===== config.mk =====
export PLATFORM = sky130hd
export DESIGN_NAME = adc_manual_conversion_ctrl
export DESIGN_NICKNAME = d
export VERILOG_FILES = /design/src/adc_ctrl_pkg.sv /design/src/adc_manual_conversion_ctrl.sv
export SDC_FILE = /design/constraint.sdc
export NUM_CORES = 1
export LEC_CHECK = 0
export ABC_AREA = 1
export BUFFER_PORTS_ARGS = -buffer_cell sky130_fd_sc_hd__buf_2
export CORE_MARGIN = 3
export CORE_UTILIZATION = 40
export DETAILED_ROUTE_END_ITERATION = 12
export PLACE_DENSITY = 0.74
export RECOVER_POWER = 100
export SLEW_MARGIN = 20
export SYNTH_ARGS = -nofsm -noshare
export SYNTH_HDL_FRONTEND = slang
export SYNTH_SLANG_ARGS = --single-unit

===== constraint.sdc =====
create_clock -name clk -period 1.82 [get_ports clk]
set_clock_uncertainty 0.05 [all_clocks]
set_input_delay 0.364 -clock clk [delete_from_list [all_inputs] [get_ports clk]]
set_output_delay 0.364 -clock clk [all_outputs]
set_load 0.005 [all_outputs]

===== src/adc_ctrl_pkg.sv =====
// Constants, register map and carrier types for the manual-trigger converter control block
package adc_ctrl_pkg;

  // ************************************************************
  // Register port
  // ************************************************************
  localparam int ADDR_W = 3;
  localparam int DATA_W = 8;
  localparam logic [ADDR_W-1:0] OFS_CTRL0 = 3'h0;
  localparam logic [ADDR_W-1:0] OFS_CTRL1 = 3'h1;
  localparam logic [ADDR_W-1:0] OFS_AUTO = 3'h2;
  localparam logic [ADDR_W-1:0] OFS_IRQ_STAT = 3'h3;
  localparam logic [ADDR_W-1:0] OFS_IRQ_MASK = 3'h4;
  localparam logic [ADDR_W-1:0] OFS_RES_HI = 3'h5;
  localparam logic [ADDR_W-1:0] OFS_RES_LO = 3'h6;

  // ************************************************************
  // Field positions
  // ************************************************************
  localparam int BIT_START = 0;
  localparam int BIT_BUSY = 1;
  localparam int BIT_POWER = 2;
  localparam int CH_LSB = 4;
  localparam int DIV_LSB = 0;
  localparam int SRC_LSB = 4;
  localparam int AUTO_LSB = 0;
  localparam int IRQ_DONE = 0;

  // ************************************************************
  // Codes, timing and reset values
  // ************************************************************
  localparam int DIV_CNT_W = 7;
  localparam int RES_W = 12;
  localparam logic [4:0] SAMPLE_CYCLES = 5'h04;
  localparam logic [4:0] CONV_CYCLES = 5'h0c;
  localparam logic [3:0] LAST_CNT = 4'(SAMPLE_CYCLES + CONV_CYCLES - 5'h01);
  localparam logic [3:0] SAMPLE_LAST = 4'(SAMPLE_CYCLES - 5'h01);
  localparam logic [3:0] EXT_CH_MAX = 4'ha;
  localparam logic [2:0] SRC_INT_LO = 3'h1;
  localparam logic [2:0] SRC_INT_HI = 3'h4;
  localparam logic [2:0] AUTO_MANUAL = 3'h0;
  localparam logic [2:0] DIV_UNDIVIDED = 3'h0;
  localparam logic [DATA_W-1:0] REG_RST = 8'h00;
  localparam logic [RES_W-1:0] RES_RST = 12'h000;

  typedef enum logic [1:0] {ST_IDLE, ST_ALIGN, ST_RUN} conv_state_t;

  typedef struct packed {
    logic [ADDR_W-1:0] addr;
    logic [DATA_W-1:0] wdata;
    logic wr;
    logic rd;
  } reg_req_t;

  typedef struct packed {
    logic power_on;
    logic conv_tick;
    logic sampling;
    logic converting;
    logic ext_route;
    logic ext_float;
    logic [3:0] ext_ch;
    logic [2:0] int_sel;
  } core_drive_t;

endpackage


===== src/adc_manual_conversion_ctrl.sv =====
// Manual-trigger converter control: clock divider, start pulse, 16-period sequence, busy and interrupt
// What this block does
// RULE_01 - Divide system clock by two to the select
// RULE_02 - Software keeps conversion clock within allowed period
// RULE_03 - Converter powered exactly while power bit high
// RULE_04 - Software waits settling delay before starting
// RULE_05 - Four sampling plus twelve conversion periods
// RULE_06 - Manual mode only when auto count zero
// RULE_07 - Start pulse low-high-low begins one conversion
// RULE_08 - Busy set on start, cleared on completion
// RULE_09 - Completion sets interrupt flag, raises interrupt
// RULE_10 - Software may poll busy instead of interrupt
// RULE_11 - Software sets divide, power, then source
// RULE_12 - Software configures pin for external channel
// RULE_13 - Source and channel codes route the input
// RULE_14 - Software reads result only after busy low
// RULE_15 - Sequence starts at falling start edge, clocked
`timescale 1ns/10ps
module adc_manual_conversion_ctrl (
  input wire logic clk,
  input wire logic rstn,
  input wire adc_ctrl_pkg::reg_req_t reg_req,
  output logic [adc_ctrl_pkg::DATA_W-1:0] rdata,
  input wire logic [adc_ctrl_pkg::RES_W-1:0] core_result,
  output adc_ctrl_pkg::core_drive_t core_drive,
  output logic irq
);
  import adc_ctrl_pkg::*;

  // ************************************************************
  // Decoders
  // ************************************************************
  function automatic logic [DIV_CNT_W-1:0] div_mask(input logic [2:0] sel);
    logic [7:0] m;
    m = (8'h01 << sel) - 8'h01;
    return m[DIV_CNT_W-1:0];
  endfunction

  function automatic logic is_ext_source(input logic [2:0] src);
    return !(src >= SRC_INT_LO && src <= SRC_INT_HI);
  endfunction

  // ************************************************************
  // Registers
  // ************************************************************
  logic start_q;
  logic start_prev_q;
  logic power_q;
  logic [3:0] ch_q;
  logic [2:0] div_sel_q;
  logic [2:0] src_q;
  logic [2:0] auto_q;
  logic [DATA_W-1:0] irq_stat_q;
  logic [DATA_W-1:0] irq_mask_q;
  logic [RES_W-1:0] result_q;
  logic [DATA_W-1:0] rdata_q;
  logic busy_q;
  logic [DIV_CNT_W-1:0] div_cnt_q;
  logic [3:0] cnt_q;
  conv_state_t state_q;

  logic tick;
  logic start_fall;
  logic accept;
  logic done;
  logic wr_ctrl0;
  logic wr_ctrl1;
  logic wr_auto;
  logic wr_stat;
  logic wr_mask;

  assign wr_ctrl0 = reg_req.wr && reg_req.addr == OFS_CTRL0;
  assign wr_ctrl1 = reg_req.wr && reg_req.addr == OFS_CTRL1;
  assign wr_auto = reg_req.wr && reg_req.addr == OFS_AUTO;
  assign wr_stat = reg_req.wr && reg_req.addr == OFS_IRQ_STAT;
  assign wr_mask = reg_req.wr && reg_req.addr == OFS_IRQ_MASK;

  always_ff @(posedge clk or negedge rstn) begin
    if (!rstn) begin
      start_q <= 1'b0;
      power_q <= 1'b0;
      ch_q <= 4'h0;
    end else if (wr_ctrl0) begin
      start_q <= reg_req.wdata[BIT_START];
      power_q <= reg_req.wdata[BIT_POWER];
      ch_q <= reg_req.wdata[CH_LSB +: 4];
    end
  end

  always_ff @(posedge clk or negedge rstn) begin
    if (!rstn) begin
      div_sel_q <= DIV_UNDIVIDED;
      src_q <= 3'h0;
    end else if (wr_ctrl1) begin
      div_sel_q <= reg_req.wdata[DIV_LSB +: 3];
      src_q <= reg_req.wdata[SRC_LSB +: 3];
    end
  end

  always_ff @(posedge clk or negedge rstn) begin
    if (!rstn) begin
      auto_q <= AUTO_MANUAL;
    end else if (wr_auto) begin
      auto_q <= reg_req.wdata[AUTO_LSB +: 3];
    end
  end

  always_ff @(posedge clk or negedge rstn) begin
    if (!rstn) begin
      irq_mask_q <= REG_RST;
    end else if (wr_mask) begin
      irq_mask_q <= reg_req.wdata;
    end
  end

  // Hardware set wins over a write-one clear in the same cycle
  always_ff @(posedge clk or negedge rstn) begin
    if (!rstn) begin
      irq_stat_q <= REG_RST;
    end else begin
      irq_stat_q <= (irq_stat_q & ~(wr_stat ? reg_req.wdata : REG_RST))
                    | (done ? (8'h01 << IRQ_DONE) : REG_RST); // [RULE_09]
    end
  end

  // ************************************************************
  // Read port
  // ************************************************************
  always_ff @(posedge clk or negedge rstn) begin
    if (!rstn) begin
      rdata_q <= REG_RST;
    end else if (reg_req.rd) begin
      unique case (reg_req.addr)
        OFS_CTRL0: rdata_q <= {ch_q, 1'b0, power_q, busy_q, start_q}; // [RULE_10]
        OFS_CTRL1: rdata_q <= {1'b0, src_q, 1'b0, div_sel_q};
        OFS_AUTO: rdata_q <= {5'h00, auto_q};
        OFS_IRQ_STAT: rdata_q <= irq_stat_q;
        OFS_IRQ_MASK: rdata_q <= irq_mask_q;
        OFS_RES_HI: rdata_q <= {4'h0, result_q[RES_W-1:DATA_W]};
        OFS_RES_LO: rdata_q <= result_q[DATA_W-1:0];
        default: rdata_q <= REG_RST;
      endcase
    end else begin
      rdata_q <= REG_RST;
    end
  end
  assign rdata = rdata_q;

  // ************************************************************
  // Conversion clock divider
  // ************************************************************
  // Free running, so a new divide takes effect without restarting the count
  always_ff @(posedge clk or negedge rstn) begin
    if (!rstn) begin
      div_cnt_q <= '0;
    end else begin
      div_cnt_q <= div_cnt_q + 7'h01;
    end
  end
  assign tick = (div_cnt_q & div_mask(div_sel_q)) == div_mask(div_sel_q); // [RULE_01]

  // ************************************************************
  // Start detection and sequence
  // ************************************************************
  always_ff @(posedge clk or negedge rstn) begin
    if (!rstn) begin
      start_prev_q <= 1'b0;
    end else begin
      start_prev_q <= start_q;
    end
  end
  assign start_fall = start_prev_q && !start_q; // [RULE_07] [RULE_15]
  // Pulses outside manual mode, unpowered or while busy are ignored
  assign accept = start_fall && auto_q == AUTO_MANUAL && power_q && state_q == ST_IDLE; // [RULE_06]
  assign done = state_q == ST_RUN && tick && cnt_q == LAST_CNT && power_q;

  always_ff @(posedge clk or negedge rstn) begin
    if (!rstn) begin
      state_q <= ST_IDLE;
      cnt_q <= 4'h0;
    end else begin
      unique case (state_q)
        ST_IDLE: begin
          cnt_q <= 4'h0;
          if (accept) begin
            state_q <= ST_ALIGN; // [RULE_07]
          end
        end
        ST_ALIGN: begin
          if (!power_q) begin
            state_q <= ST_IDLE;
          end else if (tick) begin
            state_q <= ST_RUN; // [RULE_15]
          end
        end
        ST_RUN: begin
          if (!power_q || done) begin
            state_q <= ST_IDLE;
          end else if (tick) begin
            cnt_q <= cnt_q + 4'h1; // [RULE_05]
          end
        end
        default: state_q <= ST_IDLE;
      endcase
    end
  end

  // Dropping power aborts the conversion with no completion event
  always_ff @(posedge clk or negedge rstn) begin
    if (!rstn) begin
      busy_q <= 1'b0;
    end else if (accept) begin
      busy_q <= 1'b1; // [RULE_08]
    end else if (done || !power_q) begin
      busy_q <= 1'b0; // [RULE_08]
    end
  end

  always_ff @(posedge clk or negedge rstn) begin
    if (!rstn) begin
      result_q <= RES_RST;
    end else if (done) begin
      result_q <= core_result;
    end
  end

  // ************************************************************
  // Core drive and interrupt
  // ************************************************************
  always_comb begin
    core_drive.power_on = power_q; // [RULE_03]
    core_drive.conv_tick = tick && state_q == ST_RUN;
    core_drive.sampling = state_q == ST_RUN && cnt_q <= SAMPLE_LAST; // [RULE_05]
    core_drive.converting = state_q == ST_RUN && cnt_q > SAMPLE_LAST; // [RULE_05]
    core_drive.ext_route = is_ext_source(src_q) && ch_q <= EXT_CH_MAX; // [RULE_13]
    core_drive.ext_float = is_ext_source(src_q) && ch_q > EXT_CH_MAX; // [RULE_13]
    core_drive.ext_ch = ch_q;
    core_drive.int_sel = is_ext_source(src_q) ? 3'h0 : src_q; // [RULE_13]
  end

  assign irq = |(irq_stat_q & irq_mask_q); // [RULE_09]

  // ************************************************************
  // Checks
  // ************************************************************
  undivided_tick_a: assert property (@(posedge clk) disable iff (!rstn) // [RULE_01]
    div_sel_q == DIV_UNDIVIDED |-> tick)
    else $error("Undivided clock missed a tick");

  div_by_two_a: assert property (@(posedge clk) disable iff (!rstn) // [RULE_01]
    (tick && div_sel_q == 3'h1 && !wr_ctrl1) |=> !tick)
    else $error("Divide by two ticked twice in a row");

  power_follow_a: assert property (@(posedge clk) disable iff (!rstn) // [RULE_03]
    $rose(power_q) |-> core_drive.power_on ##1 (core_drive.power_on || $past(wr_ctrl0)))
    else $error("Converter power not following the power bit");

  sample_phase_a: assert property (@(posedge clk) disable iff (!rstn) // [RULE_05]
    (state_q == ST_RUN && tick && cnt_q == SAMPLE_LAST && power_q) |=> core_drive.converting)
    else $error("Sampling did not end after four periods");

  run_first_a: assert property (@(posedge clk) disable iff (!rstn) // [RULE_05]
    (state_q == ST_ALIGN && tick && power_q) |=> core_drive.sampling && cnt_q == 4'h0)
    else $error("Sequence did not open with sampling");

  manual_only_a: assert property (@(posedge clk) disable iff (!rstn) // [RULE_06]
    (state_q == ST_IDLE && auto_q != AUTO_MANUAL) |=> state_q == ST_IDLE)
    else $error("Conversion started outside manual mode");

  start_busy_a: assert property (@(posedge clk) disable iff (!rstn) // [RULE_07]
    (start_fall && auto_q == AUTO_MANUAL && power_q && !busy_q) |=> busy_q && state_q == ST_ALIGN)
    else $error("Start pulse did not make the block busy");

  done_clear_a: assert property (@(posedge clk) disable iff (!rstn) // [RULE_08]
    done |=> !busy_q && irq_stat_q[IRQ_DONE] && state_q == ST_IDLE)
    else $error("Completion did not clear busy and set the flag");

  irq_level_a: assert property (@(posedge clk) disable iff (!rstn) // [RULE_09]
    (irq_stat_q[IRQ_DONE] && irq_mask_q[IRQ_DONE]) |-> irq)
    else $error("Unmasked completion flag without interrupt");

  route_ext_a: assert property (@(posedge clk) disable iff (!rstn) // [RULE_13]
    (src_q == 3'h0 && ch_q > EXT_CH_MAX) |-> core_drive.ext_float && !core_drive.ext_route)
    else $error("Unused channel code not left floating");

  start_edge_a: assert property (@(posedge clk) disable iff (!rstn) // [RULE_15]
    (state_q == ST_IDLE && !start_fall) |=> state_q == ST_IDLE)
    else $error("Sequence left idle without a falling start edge");

  div_rest_a: assert property (@(posedge clk) disable iff (!rstn) // [RULE_01]
    (tick && div_sel_q != DIV_UNDIVIDED && !wr_ctrl1) |=> !tick)
    else $error("Divided clock ticked on two cycles in a row");

  div_period_a: assert property (@(posedge clk) disable iff (!rstn) // [RULE_01]
    (tick && div_sel_q == 3'h1 && !wr_ctrl1) ##1 !wr_ctrl1 |=> tick)
    else $error("Divide by two missed its second tick");

  power_abort_a: assert property (@(posedge clk) disable iff (!rstn) // [RULE_03]
    (state_q != ST_IDLE && !power_q) |=> state_q == ST_IDLE && !busy_q)
    else $error("Sequence kept running with the power bit low");

  count_hold_a: assert property (@(posedge clk) disable iff (!rstn) // [RULE_05]
    (state_q == ST_RUN && !tick && power_q) |=> $stable(cnt_q) && state_q == ST_RUN)
    else $error("Period counter moved between conversion ticks");

  count_step_a: assert property (@(posedge clk) disable iff (!rstn) // [RULE_05]
    (state_q == ST_RUN && tick && power_q && cnt_q != LAST_CNT) |=> cnt_q == $past(cnt_q) + 4'h1)
    else $error("Period counter did not advance on a tick");

  busy_refuse_a: assert property (@(posedge clk) disable iff (!rstn) // [RULE_07]
    (start_fall && state_q != ST_IDLE && power_q && !done) |=> state_q != ST_IDLE)
    else $error("Start pulse while busy disturbed the conversion");

  busy_match_a: assert property (@(posedge clk) disable iff (!rstn) // [RULE_08]
    busy_q == (state_q != ST_IDLE))
    else $error("Busy flag disagrees with the sequence state");

  busy_read_a: assert property (@(posedge clk) disable iff (!rstn) // [RULE_08]
    (reg_req.rd && reg_req.addr == OFS_CTRL0) |=> rdata[BIT_BUSY] == $past(busy_q))
    else $error("Busy bit read back wrong");

  abort_flag_a: assert property (@(posedge clk) disable iff (!rstn) // [RULE_09]
    (!power_q && !irq_stat_q[IRQ_DONE]) |=> !irq_stat_q[IRQ_DONE])
    else $error("Completion flag set while unpowered");

  stat_clear_a: assert property (@(posedge clk) disable iff (!rstn) // [RULE_09]
    (wr_stat && reg_req.wdata[IRQ_DONE] && !done) |=> !irq_stat_q[IRQ_DONE])
    else $error("Write one did not clear the completion flag");

  irq_source_a: assert property (@(posedge clk) disable iff (!rstn) // [RULE_09]
    irq |-> irq_stat_q[IRQ_DONE] && irq_mask_q[IRQ_DONE])
    else $error("Interrupt raised without an unmasked completion flag");

  route_int_a: assert property (@(posedge clk) disable iff (!rstn) // [RULE_13]
    (src_q >= SRC_INT_LO && src_q <= SRC_INT_HI) |-> !core_drive.ext_route && !core_drive.ext_float
      && core_drive.int_sel == src_q)
    else $error("Internal source left an external channel connected");

  route_ch_a: assert property (@(posedge clk) disable iff (!rstn) // [RULE_13]
    ((src_q < SRC_INT_LO || src_q > SRC_INT_HI) && ch_q <= EXT_CH_MAX) |-> core_drive.ext_route
      && !core_drive.ext_float && core_drive.int_sel == 3'h0)
    else $error("External channel not routed");

  align_wait_a: assert property (@(posedge clk) disable iff (!rstn) // [RULE_15]
    (state_q == ST_ALIGN && !tick && power_q) |=> state_q == ST_ALIGN)
    else $error("Sequence began off a conversion clock tick");

endmodule // adc_manual_conversion_ctrl


Word level (Yosys, flattened, before mapping)
Cells that the tools add are included.
- memories kept: 0
- logic and storage cells: 89
- bits of input ports: 27
- bits in writable memories: 0
- latch bits: 0
- bits in read-only memories: 0
- register bits after elaboration: 66
- output and inout port bits: 22
- mux-type cells: 15
- order comparisons: 6
- shift-type cells: 1
- $add $sub $neg: 3
- reductions and logical operators: 29
- divide/modulo/power cells: 0
- multiply operators: 0
- bitwise gates (word level): 5
- equality and inequality tests: 15
- operator list (operator ; number):
    8-bit case mux with 7 select lines ; 1
    1-bit logical AND ; 17
    8-bit AND ; 2
    8-bit two-way mux ; 2
    3-bit equality test, second input constant ; 3
    2-bit two-way mux ; 4
    4-bit two-way mux ; 2
    2-bit inequality test, second input constant ; 4
    8-bit NOT ; 1
    8-bit by 1-bit OR with 8-bit output ; 1
    4-bit case mux with 2 select lines ; 1
    8-bit OR reduction ; 1
    7-bit by 1-bit adder with 7-bit output, second input constant ; 1
    7-bit AND ; 1
    7-bit equality test ; 1
    1-bit by 3-bit left shift with 7-bit output, first input constant ; 1
    7-bit by 1-bit subtractor with 7-bit output, second input constant ; 1
    3-bit by 2-bit equality test with 1-bit output, second input constant ; 2
    3-bit zero test ; 2
    2-bit case mux with 3 select lines ; 1
    3-bit AND reduction ; 2
    4-bit by 1-bit adder with 4-bit output, second input constant ; 1
    4-bit equality test, second input constant ; 1
    4-bit by 2-bit > comparator with 1-bit output, second input constant ; 1
    other kinds (15) ; 20

Depth between registers and ports, before layout
- depth in word-level cells: 10
- depth in mapped cells: 16
- mapped depth without buffers: 14

Worst setup path before layout
No wires, ideal clock.
- path kind: register to register
- start: register div_sel_q[1]
- end: register result_q[6]
- data arrival time: 1777 ps
- required time: 1653 ps
- path slack: -124 ps
- stages on the path, launching flop included: 14
- path buffers: 1
- setup time: 117 ps
- period minus slack after synthesis: 1944 ps
- cell sequence: dfrtp_1 -> nor2_2 -> nand2_2 -> ha_1 -> nor2_1 -> nor2_1 -> nand3_2 -> nor2_2 -> nand4_2 -> inv_2 -> nand2_4 -> buf_6 -> nand2_1 -> nand2_1
- longest elaborated chain between the ends: 7
- ends and longest elaborated chain (item ; RTL line ; source):
    start, declared ; adc_manual_conversion_ctrl.sv:50 ; logic [2:0] div_sel_q;
    start signal, assigned ; adc_manual_conversion_ctrl.sv:95 ; div_sel_q <= reg_req.wdata[DIV_LSB +: 3];
    1-bit by 3-bit left shift with 7-bit output (*) ; adc_manual_conversion_ctrl.sv:35 ; m = (8'h01 << sel) - 8'h01;
    7-bit by 1-bit subtractor with 7-bit output (*) ; adc_manual_conversion_ctrl.sv:35 ;
    7-bit AND ; adc_manual_conversion_ctrl.sv:160 ; assign tick = (div_cnt_q & div_mask(div_sel_q)) == div_mask(div_sel_q);
    7-bit equality test (*) ; adc_manual_conversion_ctrl.sv:160 ;
    1-bit logical AND (*) (3 in series) ; adc_manual_conversion_ctrl.sv:175 ; assign done = state_q == ST_RUN && tick && cnt_q == LAST_CNT && power_q;
    end signal, assigned ; adc_manual_conversion_ctrl.sv:223 ; result_q <= core_result;
    end, declared ; adc_manual_conversion_ctrl.sv:55 ; logic [RES_W-1:0] result_q;
Every way passes the cells marked *; elsewhere a longest branch is shown, timed or not.
A chain may end at the register's enable or synchronous reset.

==> reports/summary.txt <==
Status: finished, violations left
Failing checks: negative setup slack
RR Endpoint: result_q[6]
Final hold violations: 0
Initial antenna violation count: 0
Synthesized Nets: 407
VDD IR-drop max: 0.000373 V
Antenna-violating nets left: 0
Leak: 1.99 nW
Die area: 8950 um2
Antenna cells: 0
P_int: 2.54 mW
PwrDens: 918 nW/um2
RR Startpoint: div_sel_q[0]
Max-slew violations: 0
Drt first pass iters: 5
Hold_ws: 0.154 ns
Cell area after synthesis: 3140 um2
H-tree depth: 3
Synth area leader: dfrtp_1
Register area share after synthesis: 0.526
Reg2Reg Setup Slack: -0.29 ns
Hpwl dp: 5540 um
WHS Path Cells: 2
Setup_tns: -5.21 ns
Routed wire length: 8060 um
GP Congestion: 0.862
Top-area cell type share of the netlist area: 0.526
Clk pwr share: 0.295
Final Total Pwr: 3.70 mW
CTS max path bufs: 2
# setup viols final: 21
Core area: 7450 um2
Clock transition at path regs: 0.07 ns
IO Pins: 49
RSZ-0062 raised after global routing: yes
Worst-path maximum fanout: 3
Root Buffer: clkbuf_8
Final critical-path share of the clock period: 1.29
Synthesized area per cell: 8.33 um2
Avg WL per Cell: 14.4 um
Required time worst endpoint: 1.41 ns
Setup CP Type: reg2out
Finished layout cell area: 4030 um2
Yosys reg bits: 66
Area after DPL: 3590 um2
Layout Nets: 488
GRT Util Overall: 0.196
Cell Chain, Critical Path: nor2_2 -> nand2_2 -> ha_4 -> nor2_1 -> nor2_1 -> nand3_2 -> inv_2 -> nand2_2 -> nor2_4 -> nand2_1 -> inv_1 -> buf_2
Residual DRC: 0
Sink Count: 66
Num CTS Buffers: 9
Sw Pwr: 1.16 mW
Die outline width: 94.6 um
CP Capture Type: primary output
Synth top area cells: dfrtp_1 (53%), nand2_1 (11%), inv_1 (6.6%)
Fmax: 0.427 GHz
Worst skew pair latency: 0.34 ns
Max-cap violations: 0
Combinational power share: 0.236
Drt first-iter violations: 243
Post-route setup slack: -0.520 ns
YS warnings: 0
Share of cells above drive strength 1: 0.266
Global-route wire length before repair: 13500 um
Initial cell density of the core: 0.422
Worst Hold Class: in2reg
Switching share of total power: 0.314
Fin util: 0.541
Count of different cell masters after synthesis: 31
CP arrival: 1.93 ns
Die height: 94.6 um
Worst relative slew slack: 0.405
CTS tree: built
Hold Startpoint: reg_req[6]
Area grow syn2layout: 28.5%
Worst R2R Path Depth: 14
Worst-margin pin slew: 0.892 ns
Number of port buffers: 48
Vias in the first global route: 2834
Syn Inst Count: 377
Worst path slowest cell: dfrtp_1
CP startpoint kind: flop
Vias/cell: 5.09
CP max stage delay: 0.40 ns
Total vias in the final route: 2858
Largest net degree at the start of global routing: 67
Std-Cell Rows: 31
Grt ovf: 0
Hold Path Sink: irq_stat_q[4]
Fillers: 699
Sequential share of power: 0.469
Minimum clock period: 2.34 ns
## kinds of logic (layout without fill, tap and decap cells)
kind of cell,after synthesis,after routing,synth area share
flops,66,66,0.526
buf+inv,68,152,0.0921
xor+xnor,6,6,0.0167
fa+ha+maj,3,3,0.0120
simple gates,165,166,0.229
compound gates,69,69,0.124
## worst max path at each step
stage,start,endpoint,slack (ns),cells after the start
after CTS,div_sel_q[1],core_drive[11],-0.50,12
final,div_sel_q[0],core_drive[11],-0.52,12
after global placement,div_sel_q[0],core_drive[11],-0.11,12
after detailed placement,div_sel_q[0],cnt_q[0],-0.23,13
after global routing,div_sel_q[0],core_drive[11],-0.64,12
after floorplan,div_sel_q[0],core_drive[11],-0.08,11
## power by group through the flow
stage | Sequential [mW] | Combinational (mW) | Clock (mW)
6_report | 1.74 | 0.876 | 1.09
2_1_floorplan | 1.73 | 0.451 | 0
3_5_place_dp | 1.75 | 0.741 | 0
5_1_grt | 1.76 | 0.993 | 1.17
3_3_place_gp | 1.75 | 0.716 | 0
4_1_cts | 1.73 | 0.806 | 1.11
## critical path, delay by kind of cell, from the launching register on
| family | cells | cell delay [ns] |
|---|---|---|
| fa+ha+maj | 1 | 0.26 |
| buf+inv | 3 | 0.20 |
| flops | 1 | 0.40 |
| simple gates | 8 | 0.73 |
## layer usage
metal  up-vias  GRT usage  routed length, um  part of all wire
li1       1385          -                  -                 -
met1      1356      0.267               3680              0.46
met2        98      0.300               3710              0.46
met3        19     0.0566                481             0.060
met4         0     0.0697                181             0.022
met5         -          0                  0                 0
## cell type report
cell class	instances	area, um2	share of cell area
clock inverters	3	15.0	0.00372
flip-flops and latches	66	1650	0.410
multi-input cells	244	1340	0.332
inverters	59	226	0.0562
clock buffers	12	155	0.0385
repair buffers	78	519	0.129
well taps	99	124	0.0307
## Yosys cell counts
master,instances
a211oi_1,1
a21oi_1,22
a221oi_1,7
a22oi_1,1
a41oi_1,1
buf_1,1
buf_2,1
buf_4,1
buf_6,3
clkbuf_1,2
clkbuf_4,1
dfrtp_1,66
ha_1,3
inv_1,55
inv_2,3
inv_4,1
nand2_1,88
nand2_2,3
nand2_4,1
nand3_1,33
nand3_2,1
nand4_1,2
nand4_2,2
nor2_1,26
nor2_2,3
nor3_1,6
o21ai_0,29
o21ai_1,1
o22ai_1,7
xnor2_1,1
xor2_1,5
## repair_timing
item / 4_1_cts / 5_1_grt
hold buffers: 1 / 0
hold endpoints to repair: 66 / 0
setup buffers: 6 / 5
gates cloned: 2 / 0
resized for setup: 20 / 26
pin swaps: 8 / 14
endpoints found under the setup margin: 20 / 26
## cells in the final DEF, fill, tap and decap left out, types with 13 or more instances in the layout
| cell type | netlist | routed |
|---|---|---|
| nand2_1 | 88 | 77 |
| dfrtp_1 | 66 | 65 |
| inv_1 | 55 | 47 |
| buf_2 | 1 | 37 |
| nand3_1 | 33 | 29 |
| o21ai_0 | 29 | 27 |
| nor2_1 | 26 | 25 |
| a21oi_1 | 22 | 22 |
| buf_4 | 1 | 20 |
| clkbuf_1 | 2 | 13 |
## stage by stage
step,setup slack (ns),cells
2_1_floorplan,-0.0791,377
3_3_place_gp,-0.112,532
3_5_place_dp,-0.228,532
4_1_cts,-0.498,556
5_1_grt,-0.640,561
6_report,-0.520,561
## state kept, by name (all words and copies together), names as in the netlist
signal	count
result_q	12
irq_mask_q	8
irq_stat_q	8
rdata	8
div_cnt_q	7
ch_q	4
cnt_q	4
auto_q	3
div_sel_q	3
src_q	3
state_q	2
busy_q	1
power_q	1
start_prev_q	1
start_q	1
Power figures use the tool's default switching activity.
